[src/rtl/ipcs_pkg.sv]
// Package for the I2C port control and status block: register map, fields, modes.
// Assumes an AHB-Lite slave with 32-bit data, one register per aligned word.
package ipcs_pkg;

  // ----------------------------------------------------------------
  // Register byte offsets
  // ----------------------------------------------------------------
  localparam logic [7:0] OFS_CTRL1  = 8'h00;
  localparam logic [7:0] OFS_CTRL2  = 8'h04;
  localparam logic [7:0] OFS_BUF    = 8'h08;
  localparam logic [7:0] OFS_RELOAD = 8'h0C;
  localparam logic [7:0] OFS_STAT   = 8'h10;
  localparam logic [7:0] OFS_MASK   = 8'h14;

  // ----------------------------------------------------------------
  // Control one fields and reset values
  // ----------------------------------------------------------------
  localparam int          B_WRITE_COLLISION_FLAG  = 7;
  localparam int          B_OV    = 6;
  localparam int          B_EN    = 5;
  localparam int          B_CKREL = 4;
  localparam logic [7:0]  CTRL1_RST  = 8'h00;
  localparam logic [7:0]  CTRL2_RST  = 8'h00;
  localparam logic [7:0]  RELOAD_RST = 8'h00;
  localparam logic [1:0]  CLK_DIV    = 2'h3;

  // Interrupt status bits
  localparam int I_BYTE  = 0;
  localparam int I_START = 1;
  localparam int I_STOP  = 2;
  localparam int I_WRITE_COLLISION_FLAG  = 3;
  localparam int I_OV    = 4;
  localparam int N_IRQ   = 5;

  // ----------------------------------------------------------------
  // Mode codes
  // ----------------------------------------------------------------
  localparam logic [3:0] M_TGT10_SS = 4'hF;
  localparam logic [3:0] M_TGT7_SS  = 4'hE;
  localparam logic [3:0] M_FWCTL    = 4'hB;
  localparam logic [3:0] M_CTL      = 4'h8;
  localparam logic [3:0] M_TGT10    = 4'h7;
  localparam logic [3:0] M_TGT7     = 4'h6;

  typedef enum logic [3:0] {
    IPCS_OFF   = 4'b0001,
    IPCS_TGT   = 4'b0010,
    IPCS_CTL   = 4'b0100,
    IPCS_FWCTL = 4'b1000
  } ipcs_role_e;

  typedef struct packed {
    logic       rx_done;
    logic [7:0] rx_byte;
    logic       start_seen;
    logic       stop_seen;
    logic       shifting;
    logic       bus_busy;
    logic       rx_mode;
  } ipcs_link_s;

  typedef struct packed {
    logic [7:0]         ctrl1_r;
    logic [7:0]         ctrl2_r;
    logic [7:0]         buf_r;
    logic [7:0]         shift_r;
    logic               full_r;
    logic [7:0]         reload_r;
    logic [N_IRQ-1:0]   stat_r;
    logic [N_IRQ-1:0]   mask_r;
    logic [6:0]         brg_cnt_r;
    logic [1:0]         div_cnt_r;
    logic               brg_tick_r;
    logic               tx_load_r;
    logic               sel_r;
    logic               wr_r;
    logic [7:0]         addr_r;
    logic [31:0]        hrdata_r;
    ipcs_role_e         role_r;
  } ipcs_state_s;

endpackage : ipcs_pkg

[src/rtl/ipcs_top.sv]
// I2C port control and status: control registers, flags, pin takeover, clock stretch.
// Assumes one AHB-Lite master, single word transfers; the bit engine drives link inputs.
`timescale 1ns/1ps
`default_nettype none
module ipcs_top
  import ipcs_pkg::*;
(
  input  wire logic        hclk,
  input  wire logic        hresetn,
  input  wire logic        hsel,
  input  wire logic [31:0] haddr,
  input  wire logic [1:0]  htrans,
  input  wire logic        hwrite,
  input  wire logic [2:0]  hsize,
  input  wire logic [31:0] hwdata,
  input  wire logic        hready,
  output logic      [31:0] hrdata,
  output logic             hreadyout,
  output logic             hresp,
  input  wire ipcs_link_s  link,
  output logic             port_owns_pins,
  output logic             scl_hold_low,
  output logic             brg_tick,
  output logic             tx_load,
  output logic      [7:0]  tx_byte,
  output logic             addr_10bit,
  output logic             target_active,
  output logic             controller_active,
  output logic      [7:0]  ctrl2_out,
  output logic             irq
);

  ipcs_state_s s_r;
  ipcs_state_s s_nxt;

  logic       wr_fire;
  logic       rd_fire;
  logic [7:0] wbyte;
  logic       tgt_mode;
  logic       ss_irq;
  logic       ctl_mode;

  // ----------------------------------------------------------------
  // Mode decode
  // ----------------------------------------------------------------
  always_comb begin
    tgt_mode = 1'b0;
    ss_irq   = 1'b0;
    ctl_mode = 1'b0;
    unique case (s_r.ctrl1_r[3:0])
      M_TGT10_SS, M_TGT7_SS: begin
        tgt_mode = 1'b1;
        ss_irq   = 1'b1;
      end
      M_TGT10, M_TGT7: begin
        tgt_mode = 1'b1;
      end
      M_CTL, M_FWCTL: begin
        ctl_mode = 1'b1;
      end
      default: begin
        tgt_mode = 1'b0; // Other codes leave the port idle
      end
    endcase
  end

  assign wr_fire = s_r.sel_r & s_r.wr_r;
  assign rd_fire = hsel & hready & htrans[1] & ~hwrite;
  assign wbyte   = hwdata[7:0];

  // ----------------------------------------------------------------
  // Next state
  // ----------------------------------------------------------------
  always_comb begin
    s_nxt            = s_r;
    s_nxt.sel_r      = hsel & hready & htrans[1];
    s_nxt.wr_r       = hwrite;
    s_nxt.addr_r     = haddr[7:0];
    s_nxt.tx_load_r  = 1'b0;
    s_nxt.brg_tick_r = 1'b0;

    // Role follows enable and mode
    if (!s_r.ctrl1_r[B_EN]) begin
      s_nxt.role_r = IPCS_OFF;
    end else if (tgt_mode) begin
      s_nxt.role_r = IPCS_TGT;
    end else if (s_r.ctrl1_r[3:0] == M_FWCTL) begin
      s_nxt.role_r = IPCS_FWCTL;
    end else if (ctl_mode) begin
      s_nxt.role_r = IPCS_CTL;
    end else begin
      s_nxt.role_r = IPCS_OFF;
    end

    // Baud generator: one tick every 4*(reload[6:0]+1) clocks
    if (s_r.role_r == IPCS_CTL) begin
      s_nxt.div_cnt_r = s_r.div_cnt_r + 2'h1;
      if (s_r.div_cnt_r == CLK_DIV) begin
        if (s_r.brg_cnt_r == 7'h00) begin
          s_nxt.brg_cnt_r  = s_r.reload_r[6:0];
          s_nxt.brg_tick_r = 1'b1;
        end else begin
          s_nxt.brg_cnt_r = s_r.brg_cnt_r - 7'h01;
        end
      end
    end else begin
      s_nxt.div_cnt_r = 2'h0;
      s_nxt.brg_cnt_r = s_r.reload_r[6:0];
    end

    // Register writes in data phase
    if (wr_fire) begin
      unique case (s_r.addr_r)
        OFS_CTRL1: begin
          // Flags can only be cleared by software, never set by it
          s_nxt.ctrl1_r[5:0] = wbyte[5:0];
          s_nxt.ctrl1_r[B_WRITE_COLLISION_FLAG] = s_r.ctrl1_r[B_WRITE_COLLISION_FLAG] & wbyte[B_WRITE_COLLISION_FLAG];
          s_nxt.ctrl1_r[B_OV]   = s_r.ctrl1_r[B_OV] & wbyte[B_OV];
        end
        OFS_CTRL2:  s_nxt.ctrl2_r = wbyte;
        OFS_RELOAD: s_nxt.reload_r = wbyte;
        OFS_BUF: begin
          if ((s_r.role_r == IPCS_CTL || s_r.role_r == IPCS_FWCTL) && link.bus_busy
              && !link.rx_mode) begin
            s_nxt.ctrl1_r[B_WRITE_COLLISION_FLAG] = 1'b1;
            s_nxt.stat_r[I_WRITE_COLLISION_FLAG]  = 1'b1;
          end else if (s_r.role_r == IPCS_TGT && link.shifting && !link.rx_mode) begin
            s_nxt.ctrl1_r[B_WRITE_COLLISION_FLAG] = 1'b1;
            s_nxt.stat_r[I_WRITE_COLLISION_FLAG]  = 1'b1;
          end else begin
            s_nxt.buf_r     = wbyte;
            s_nxt.shift_r   = wbyte;
            // A transmit byte is never an unread received byte, so it must not
            // arm the overflow check of a later reception
            s_nxt.full_r    = 1'b0;
            s_nxt.tx_load_r = 1'b1;
          end
        end
        OFS_STAT: s_nxt.stat_r = s_r.stat_r & ~wbyte[N_IRQ-1:0];
        OFS_MASK: s_nxt.mask_r = wbyte[N_IRQ-1:0];
        default:  s_nxt.mask_r = s_r.mask_r;
      endcase
    end

    // Reading the buffer empties it
    if (rd_fire && haddr[7:0] == OFS_BUF) begin
      s_nxt.full_r = 1'b0;
    end

    // Events from the link; sets placed after clears so sets win
    if (s_r.role_r != IPCS_OFF) begin
      if (link.rx_done) begin
        if (s_r.full_r && link.rx_mode) begin
          s_nxt.ctrl1_r[B_OV] = 1'b1;
          s_nxt.stat_r[I_OV]  = 1'b1;
        end else begin
          s_nxt.buf_r  = link.rx_byte;
          s_nxt.full_r = 1'b1;
        end
        s_nxt.stat_r[I_BYTE] = 1'b1;
      end
      if (ss_irq && link.start_seen) begin
        s_nxt.stat_r[I_START] = 1'b1;
      end
      if (ss_irq && link.stop_seen) begin
        s_nxt.stat_r[I_STOP] = 1'b1;
      end
    end

    // Read data register
    s_nxt.hrdata_r = 32'h0000_0000;
    if (rd_fire) begin
      unique case (haddr[7:0])
        OFS_CTRL1:  s_nxt.hrdata_r[7:0] = s_r.ctrl1_r; // WRITE_COLLISION_FLAG value is don't-care in rx
        OFS_CTRL2:  s_nxt.hrdata_r[7:0] = s_r.ctrl2_r;
        OFS_BUF:    s_nxt.hrdata_r[7:0] = s_r.buf_r;
        OFS_RELOAD: s_nxt.hrdata_r[7:0] = s_r.reload_r;
        OFS_STAT:   s_nxt.hrdata_r[N_IRQ-1:0] = s_r.stat_r;
        OFS_MASK:   s_nxt.hrdata_r[N_IRQ-1:0] = s_r.mask_r;
        default:    s_nxt.hrdata_r = 32'h0000_0000;
      endcase
    end
  end

  // ----------------------------------------------------------------
  // State register
  // ----------------------------------------------------------------
  always_ff @(posedge hclk or negedge hresetn) begin
    if (!hresetn) begin
      s_r <= '{ctrl1_r: CTRL1_RST, ctrl2_r: CTRL2_RST, buf_r: 8'h00, shift_r: 8'h00,
               full_r: 1'b0, reload_r: RELOAD_RST, stat_r: '0, mask_r: '0,
               brg_cnt_r: 7'h00, div_cnt_r: 2'h0, brg_tick_r: 1'b0, tx_load_r: 1'b0,
               sel_r: 1'b0, wr_r: 1'b0, addr_r: 8'h00, hrdata_r: 32'h0000_0000,
               role_r: IPCS_OFF};
    end else begin
      s_r <= s_nxt;
    end
  end

  // ----------------------------------------------------------------
  // Outputs
  // ----------------------------------------------------------------
  assign hrdata            = s_r.hrdata_r;
  assign hreadyout         = 1'b1;
  assign hresp             = 1'b0;
  assign port_owns_pins    = (s_r.role_r != IPCS_OFF);
  assign scl_hold_low      = (s_r.role_r == IPCS_TGT) & ~s_r.ctrl1_r[B_CKREL];
  assign brg_tick          = s_r.brg_tick_r;
  assign tx_load           = s_r.tx_load_r;
  assign tx_byte           = s_r.shift_r;
  assign addr_10bit        = s_r.ctrl1_r[0] & (s_r.role_r == IPCS_TGT);
  assign target_active     = (s_r.role_r == IPCS_TGT);
  assign controller_active = (s_r.role_r == IPCS_CTL);
  assign ctrl2_out         = s_r.ctrl2_r;
  assign irq               = |(s_r.stat_r & s_r.mask_r);

endmodule : ipcs_top
`default_nettype wire

[config.mk]
export PLATFORM = sky130hd
export DESIGN_NAME = ipcs_top
export DESIGN_NICKNAME = d
export VERILOG_FILES = /design/src/rtl/ipcs_pkg.sv /design/src/rtl/ipcs_top.sv
export SDC_FILE = /design/constraint.sdc
export NUM_CORES = 1
export LEC_CHECK = 0
export ABC_AREA = 1
export BUFFER_PORTS_ARGS = -buffer_cell sky130_fd_sc_hd__buf_2
export CORE_UTILIZATION = 46
export DETAILED_ROUTE_END_ITERATION = 16
export HOLD_SLACK_MARGIN = 0.05
export PLACE_DENSITY = 0.77
export SYNTH_ARGS = -nofsm -noshare
export SYNTH_HDL_FRONTEND = slang
export SYNTH_SLANG_ARGS = --single-unit
[constraint.sdc]
create_clock -name hclk -period 1.3 [get_ports hclk]
set_input_delay 0.195 -clock hclk [delete_from_list [all_inputs] [get_ports hclk]]
set_output_delay 0.195 -clock hclk [all_outputs]
set_load 0.02 [all_outputs]
==> results.toml, run 1 <==
[synthesis]
yosys-top-cells-area = "dfrtp_1, nand2_1, buf_4"
synth-seq-cells = 84
synthArstFlopShare = 1.00
synth_commonest_cells = "nand2_1, dfrtp_1, inv_1"
ys_seq_area_frac = 0.482
synth_top_cell_by_area = "dfrtp_1"
synth_warnings = 0
syn-cell-area_mm2 = 0.00437
avgSynthCellArea_um2 = 8.06
ys_types = 35
synth_top_area_frac = 0.476
synth_most_common_cell = "nand2_1"
synth_edf_count = 0
ys.flop_type = "dfrtp_1"
netlist_instances = 542

[sta]
hold_viol_final = 0
finalCritPeriodShare = 1.25
fin_skew_ns = 0.0160
period_needed_ns = 1.63
finalWorstSetupSlack_ns = -0.330
rsz0062_at_grt = "yes"
tns_ns = -12.74
setup_viol = 65
timing.final.max_slew_violations = 0
holdWs_ns = 0.0605
max_freq_mhz = 614

[pwr]
vdd_ir_drop_max_mv = 0.645
powerDensity_mw_per_mm2 = 851
leakage_nw = 3.16

[global_routing]
grt_overflow = 0
grt_antenna_before_repair = 0
grt_pass1_vias = 4072
grt_pass1_wl_um = 19400
gr-usage-all-layers = 0.261
grt_max_degree = 42

[floorplanning]
die_w_um = 99.4
fp.coreArea_mm2 = 0.00920
io_pins = 146
die_area_mm2 = 0.00989
start_util = 0.475
die_h_um = 99.4
rows = 35

[cts]
clock_path_buffers = 2
cts.clk_slew.worst_paths_ns = 0.09
numClockSinks = 84
numCtsBuffers = 9
cts_tree = "done"
clk_latency_ns = 0.38
root_buffer = "clkbuf_8"
htree_levels = 3

[detailed_routing]
drc_errors = 0
ant_nets = 0
routed-via-count = 4226
routed_via_density = 5.23
wl_um = 12900
first_pass_iters = 5
drtIter0Drc = 298
routedWlPerCell_um = 15.9

[worst_setup_path]
critPathTopFamily = "flip-flops"
worst-endpoint-arrival_ns = 1.43
r2r_end = "s_r[90]$_DFF_PN0_"
cp_slowest_cell = "dfrtp_2"
max_stage_delay_ns = 0.45
critPathMaxFanout = 3
worstSetupPathType = "flip-flop to output port"
ff2ff_path_depth = 10
critPathRequiredTime_ns = 1.11
cp-start-kind = "flip-flop"
path_common_cell = "buf_6"
cp.depth = 6
path_cells = "nor2_4 -> buf_6 -> buf_6 -> nand2_8 -> nor2_4 -> buf_6"
rrSetupSlack_ns = -0.30
timing.rr.start = "s_r[3]$_DFF_PN0_"
path_buf_inv = 3
critPathCaptureType = "output port"

[final_layout]
fin_util = 0.669
drive_above_1_share = 0.429
design_area_mm2 = 0.00615
fillers = 719
antenna_cells = 0
syn2layout_area_growth_pct = 40.9
num-nets-final = 783

[placed_design]
place_hpwl_um = 8290
place_congestion = 0.927
io_buffers = 67
post_dp_cell_area_mm2 = 0.00509

[hold_path]
worstHoldEndpoint = "s_r[63]$_DFF_PN0_"
min_path_cells = 3
min_path_type = "input pin to flip-flop"
holdCritStartpoint = "link[4]"

[run_status]
status = "complete, but fails checks"
violations = "negative setup slack"

[flow_run]
drv_cap = 0
-- cells by family (layout without fill, tap and decap cells) --
kind of cell | count (synthesis) | in the layout | share of synthesized area
buf+inv | 119 | 249 | 0.150
compound gates | 66 | 66 | 0.0811
flops | 84 | 84 | 0.482
simple gates | 266 | 267 | 0.273
fa+ha+maj | 3 | 3 | 0.00860
xor+xnor | 2 | 2 | 0.00401
other cells | 2 | 26 | 0.00172
-- registers in the layout (all words and copies together) (netlist names) --
register,flops
tx_byte,8
ctrl2_out,8
tx_load,1
s_r,58
hrdata,8
brg_tick,1
-- what timing repair did --
action                                 CTS  global route
buffers inserted                        23             7
setup endpoints to repair               64            69
gates cloned                             4             2
endpoints found under the hold margin   89             0
pin swaps                               24            25
hold buffers                             7             0
gates resized for setup                106            84
-- worst max path at each step --
stage	to	from
2_1_floorplan	tx_byte[2]$_DFFE_PN0P_	s_r[42]$_DFF_PN0_
3_3_place_gp	s_r[89]$_DFF_PN0_	s_r[2]$_DFF_PN0_
3_5_place_dp	hrdata[3]$_DFF_PN0_	haddr[5]
4_1_cts	addr_10bit	s_r[3]$_DFF_PN0_
5_1_grt	s_r[64]$_DFF_PN0_	s_r[37]$_DFF_PN0_
6_report	scl_hold_low	s_r[2]$_DFF_PN0_
-- layout by cell type (no fill, tap or decap), types with 2 or more instances in the layout --
master / netlist / final
nand2_1: 145 / 98
inv_1: 58 / 52
dlygate4sd3_1: 0 / 7
nor2_4: 3 / 13
inv_6: 0 / 2
conb_1: 2 / 26
nor3_2: 1 / 2
nand4_1: 15 / 15
buf_6: 1 / 34
nand3_2: 1 / 10
nand2_8: 0 / 2
o21ai_1: 0 / 27
buf_2: 3 / 61
nand4_4: 1 / 2
nand3_1: 40 / 28
clkinv_4: 0 / 2
nor2_2: 3 / 4
or2_2: 5 / 4
nand2_2: 1 / 37
nor3_1: 10 / 8
buf_4: 52 / 65
dfrtp_2: 0 / 2
inv_4: 0 / 2
o21ai_2: 2 / 15
o22ai_1: 3 / 3
clkinvlp_4: 0 / 2
xor2_1: 2 / 2
dfrtp_1: 83 / 81
a21oi_1: 10 / 9
nand2_4: 0 / 9
nand3_4: 0 / 3
nor3_4: 1 / 2
buf_12: 0 / 4
ha_1: 3 / 3
o21ai_0: 47 / 7
o211ai_1: 2 / 2
clkbuf_8: 0 / 9
nor2_1: 37 / 26
inv_2: 2 / 6
-- worst reg2reg max path, delay by kind of cell, from the launching register on --
family                 cells  cell delay, ns
DFF                        1            0.44
and+or+nand+nor            6            0.68
buffers and inverters      4            0.40
-- per-stage QoR --
step / setup WS [ns] / cells / power, mW
2_1_floorplan: -0.0611 / 566 / 3.11
3_3_place_gp: -0.193 / 749 / 3.32
3_5_place_dp: -0.219 / 749 / 3.33
4_1_cts: -0.330 / 799 / 5.19
5_1_grt: -0.384 / 808 / 5.43
6_report: -0.330 / 808 / 5.23
-- area by class of cell --
class	instances	area, um2	share of cell area
Multi-Input combinational cell	364	2160	0.351
Sequential cell	84	2110	0.342
Timing Repair Buffer	171	1330	0.216
Inverter	61	234	0.0380
Tap cell	111	139	0.0226
Clock buffer	9	124	0.0201
Clock inverter	7	58.8	0.00956
Timing Repair inverter	1	7.51	0.00122
-- routing by layer --
| metal | wire, um | GRT usage | vias to the layer above |
|---|---|---|---|
| li1 | - | - | 1978 |
| met3 | 782 | 0.0499 | 41 |
| met2 | 6490 | 0.451 | 194 |
| met4 | 415 | 0.130 | 0 |
| met1 | 5190 | 0.313 | 2013 |
| met5 | 0 | 0 | - |
-- report_power, final --
part	leakage, nW	internal, mW	switching (mW)
sequential	0.911	2.68	0.0746
combinational	2.16	0.283	0.430
clock	0.0921	0.723	1.04
total	3.16	3.69	1.55
(Power assumes the default switching activity.)
==> run 2: changes to the inputs <==
--- a/config.mk
+++ b/config.mk
@@ -11,6 +11,7 @@
 export DETAILED_ROUTE_END_ITERATION = 16
 export HOLD_SLACK_MARGIN = 0.05
 export PLACE_DENSITY = 0.77
+export RECOVER_POWER = 25
 export SYNTH_ARGS = -nofsm -noshare
 export SYNTH_HDL_FRONTEND = slang
 export SYNTH_SLANG_ARGS = --single-unit
==> results.toml, run 2 (synthesis results as in run 1) <==
[sta]
timing.final.max_slew_violations = 0
hold_viol_final = 0
fin_skew_ns = 0.0159
setup_viol = 65
finalCritPeriodShare = 1.25
tns_ns = -12.61
max_freq_mhz = 614
rsz0062_at_grt = "yes"
period_needed_ns = 1.63
maxSlewHeadroom = 0.625
finalWorstSetupSlack_ns = -0.328
worst_pin_slew_ns = 0.563
holdWs_ns = 0.0615

[pwr]
leakage_nw = 3.13
powerDensity_mw_per_mm2 = 853
finalPower_mw = 5.22
vdd_ir_drop_max_mv = 0.645

[final_layout]
finalNonFillerCells = 808
num-nets-final = 783
final_cell_mix = "nand2_1, dfrtp_1, buf_4, buf_2, inv_1"
fillers = 728
drive_above_1_share = 0.419
layout_commonest_cell = "nand2_1"
top_register = "s_r"
largest_register_ffs = 58
antenna_cells = 0
design_area_mm2 = 0.00613
syn2layout_area_growth_pct = 40.3

[cts]
cts_tree = "done"
htree_levels = 3
root_buffer = "clkbuf_8"
clock_path_buffers = 2
cts.clk_slew.worst_paths_ns = 0.09
numCtsBuffers = 9
numClockSinks = 84
clk_latency_ns = 0.38

[worst_setup_path]
max_stage_delay_ns = 0.45
timing.rr.start = "s_r[39]$_DFF_PN0_"
worst-endpoint-arrival_ns = 1.43
rrSetupSlack_ns = -0.30
worstSetupPathType = "flip-flop to output port"
cp_slowest_cell = "dfrtp_2"
path_cells = "nor2_4 -> buf_6 -> buf_6 -> nand2_8 -> nor2_4 -> buf_6"
critPathRequiredTime_ns = 1.11
ff2ff_path_depth = 5
cp-start-kind = "flip-flop"
r2r_end = "s_r[64]$_DFF_PN0_"
critPathMaxFanout = 3
critPathCaptureType = "output port"
path_common_cell = "buf_6"

[placed_design]
dp.cells = 749
io_buffers = 67
place_congestion = 0.927
place_hpwl_um = 8290
post_dp_cell_area_mm2 = 0.00509

[hold_path]
min_path_type = "input pin to flip-flop"
worstHoldEndpoint = "s_r[63]$_DFF_PN0_"
min_path_cells = 3
holdCritStartpoint = "link[4]"

[run_status]
status = "complete, but fails checks"
violations = "negative setup slack"

[flow_run]
drv_cap = 0

[global_routing]
grt_antenna_before_repair = 0
gr-usage-all-layers = 0.261
grt_max_degree = 42
grt_pass1_vias = 4072
grt_overflow = 0
grt_pass1_wl_um = 19400

[floorplanning]
rows = 35
fp.coreArea_mm2 = 0.00920
die_area_mm2 = 0.00989
die_h_um = 99.4
io_pins = 146
start_util = 0.475
die_w_um = 99.4

[detailed_routing]
first_pass_iters = 5
routed-via-count = 4243
drc_errors = 0
routed_via_density = 5.25
routedWlPerCell_um = 15.9
drtIter0Drc = 275
wl_um = 12900
ant_nets = 0
==> run 2: layer usage <==
metal  GRT usage  vias up  share of wire  wire, um
li1            -     1971              -         -
met4       0.130        0          0.035       445
met2       0.451      193           0.50      6490
met5           0        -              0         0
met1       0.313     2033           0.40      5120
met3      0.0499       46          0.063       816
==> run 2: what timing repair did <==
item,4_1_cts,5_1_grt
buffers inserted,23,7
endpoints found under the hold margin,89,0
hold buffers,7,0
gates cloned,4,2
resized for setup,106,84
setup endpoints to repair,64,69
pin swaps,24,25
==> run 2: through the flow <==
stage	util	setup slack, ns
global route	0.666	-0.384
global placement	0.554	-0.193
floorplan	-	-0.0611
detailed placement	0.554	-0.219
finish	0.666	-0.328
CTS	0.635	-0.330
==> run 2: worst max path at each step <==
stage	slack (ns)	startpoint	cells past startpoint	endpoint
global route	-0.38	s_r[37]$_DFF_PN0_	6	s_r[64]$_DFF_PN0_
floorplan	-0.06	s_r[42]$_DFF_PN0_	7	tx_byte[2]$_DFFE_PN0P_
finish	-0.33	s_r[2]$_DFF_PN0_	6	scl_hold_low
detailed placement	-0.22	haddr[5]	9	hrdata[3]$_DFF_PN0_
global placement	-0.19	s_r[2]$_DFF_PN0_	9	s_r[89]$_DFF_PN0_
CTS	-0.33	s_r[3]$_DFF_PN0_	6	addr_10bit
==> run 2: power by group <==
group | internal [mW] | switching, mW
clock network | 0.723 | 1.04
logic | 0.273 | 0.428
registers | 2.68 | 0.0761
total | 3.68 | 1.54
==> run 2: critical path, delay by kind of cell, from the launching register on <==
kind	cells	cell delay [ns]
simple gates	3	0.28
flops	1	0.45
buf+inv	3	0.34
==> run 2: final cells by class <==
cell class,count,area (um2),area share
clock buffers,9,124,0.0202
clock inverters,7,58.8,0.00960
inverters,61,234,0.0382
multi-input cells,364,2160,0.352
flip-flops and latches,84,2110,0.344
well taps,111,139,0.0227
repair buffers,171,1300,0.212
repair inverters,1,7.51,0.00123
==> run 3: changes to the inputs <==
==> constraint.sdc (replaced) <==
create_clock -name hclk -period 1.3 [get_ports hclk]
set_input_delay 0.39 -clock hclk [delete_from_list [all_inputs] [get_ports hclk]]
set_output_delay 0.39 -clock hclk [all_outputs]
set_load 0.02 [all_outputs]
==> results.toml, run 3 (synthesis results as in run 1) <==
[run_status]
status = "complete, but fails checks"
violations = "negative setup slack"

[floorplanning]
die_w_um = 99.4
die_area_mm2 = 0.00989
io_pins = 146
fp.coreArea_mm2 = 0.00920
start_util = 0.475
rows = 35
die_h_um = 99.4

[global_routing]
grt_max_degree = 25
grt_pass1_vias = 4037
gr-usage-all-layers = 0.261
grt_antenna_before_repair = 0
grt_overflow = 0
grt_pass1_wl_um = 19600

[pwr]
finalPower_mw = 5.29
vdd_ir_drop_max_mv = 0.524
powerDensity_mw_per_mm2 = 861
leakage_nw = 3.18

[cts]
cts.clk_slew.worst_paths_ns = 0.08
numClockSinks = 84
clock_path_buffers = 2
clk_latency_ns = 0.36
root_buffer = "clkbuf_8"
numCtsBuffers = 9
htree_levels = 3
cts_tree = "done"

[detailed_routing]
routed-via-count = 4223
first_pass_iters = 6
ant_nets = 0
routed_via_density = 5.23
wl_um = 12700
routedWlPerCell_um = 15.8
drtIter0Drc = 257
drc_errors = 0

[worst_setup_path]
critPathMaxFanout = 3
critPathRequiredTime_ns = 0.91
path_cells = "nor2_4 -> nand2_2 -> nor2_2 -> buf_6"
cp-startpoint = "s_r[3]$_DFF_PN0_"
critPathCaptureType = "output port"
cp_slowest_cell = "dfrtp_1"
worstSetupPathType = "flip-flop to output port"
ff2ff_path_depth = 8
r2r_end = "tx_byte[5]$_DFFE_PN0P_"
timing.rr.start = "s_r[3]$_DFF_PN0_"
cp-start-kind = "flip-flop"
worst-endpoint-arrival_ns = 1.29
rrSetupSlack_ns = -0.28
max_stage_delay_ns = 0.42

[placed_design]
place_congestion = 0.957
io_buffers = 67
dp_slack_ns = -0.349
dp.cells = 750
place_hpwl_um = 8340

[final_layout]
layout_commonest_cell = "nand2_1"
num-nets-final = 783
top_register = "s_r"
final_cell_mix = "nand2_1, dfrtp_1, buf_4, inv_1, buf_6"
antenna_cells = 0
final-seq-area_mm2 = 0.00210
multiInputGateArea_mm2 = 0.00208
syn2layout_area_growth_pct = 40.8
finalNonFillerCells = 808
fin_util = 0.669
largest_register_ffs = 58
drive_above_1_share = 0.396
fillers = 725

[flow_run]
drv_cap = 0

[sta]
maxSlewHeadroom = 0.488
max_freq_mhz = 597
setup_viol = 68
rsz0062_at_grt = "yes"
fin_skew_ns = 0.0104
timing.final.max_slew_violations = 0
tns_ns = -11.31
finalWorstSetupSlack_ns = -0.375
finalCritPeriodShare = 1.29
worst_pin_slew_ns = 0.768
hold_viol_final = 0
period_needed_ns = 1.68

[hold_path]
worstHoldEndpoint = "s_r[42]$_DFF_PN0_"
min_path_type = "input pin to flip-flop"
min_path_cells = 1
holdCritStartpoint = "haddr[6]"
## run 3: cell types whose count changed in the layout (fill, tap and decap cells not counted), sizes merged
cell and change:
buf +7, dlygate4sd3 -6, clkbuf +3, inv -3
bufinv +1, clkinv -1, clkinvlp -1
## run 3: layout make-up
| class | count | area share |
|---|---|---|
| flip-flops and latches | 84 | 0.342 |
| multi-input cells | 364 | 0.338 |
| repair buffers | 172 | 0.226 |
| inverters | 61 | 0.0385 |
| clock buffers | 12 | 0.0252 |
| well taps | 111 | 0.0226 |
| clock inverters | 4 | 0.00773 |
## run 3: worst max-delay path, delay by kind of cell (launching register included)
family / cells / cell delay, ns
buffers and inverters: 1 / 0.12
and+or+nand+nor: 3 / 0.39
DFF: 1 / 0.42
## run 3: power breakdown
part | total, mW | switching [mW] | leakage [nW] | internal, mW
Combinational | 0.637 | 0.403 | 2.16 | 0.234
Clock | 1.91 | 0.921 | 0.102 | 0.987
Sequential | 2.75 | 0.0629 | 0.913 | 2.68
## run 3: per-layer routing
metal,GRT usage,up-vias,part of all wire
li1,-,1976,-
met1,0.333,2018,0.41
met2,0.431,192,0.49
met3,0.0548,37,0.066
met4,0.113,0,0.033
met5,0,-,0
## run 3: timing repair
action | CTS | global route
cloned | 3 | 1
resized for setup | 117 | 77
hold buffers | 1 | 0
endpoints found under the hold margin | 18 | 0
setup buffers | 22 | 15
pin swaps | 19 | 25
endpoints found under the setup margin | 81 | 94
## run 3: worst max path at each step
stage                             end  slack, ns  cells past startpoint
2_1_floorplan  tx_byte[2]$_DFFE_PN0P_      -0.06                      7
3_3_place_gp        s_r[75]$_DFF_PN0_      -0.28                      8
3_5_place_dp        s_r[75]$_DFF_PN0_      -0.35                      8
4_1_cts                    addr_10bit      -0.37                      4
5_1_grt                    addr_10bit      -0.43                      4
6_report                   addr_10bit      -0.38                      4
## run 3: per-stage QoR
step,cell area [um2],hold slack (ns)
after CTS,5800,0.140
final,6150,0.149
after global placement,5110,0.335
after floorplan,4560,0.0944
after global routing,6150,0.137
after detailed placement,5110,0.334
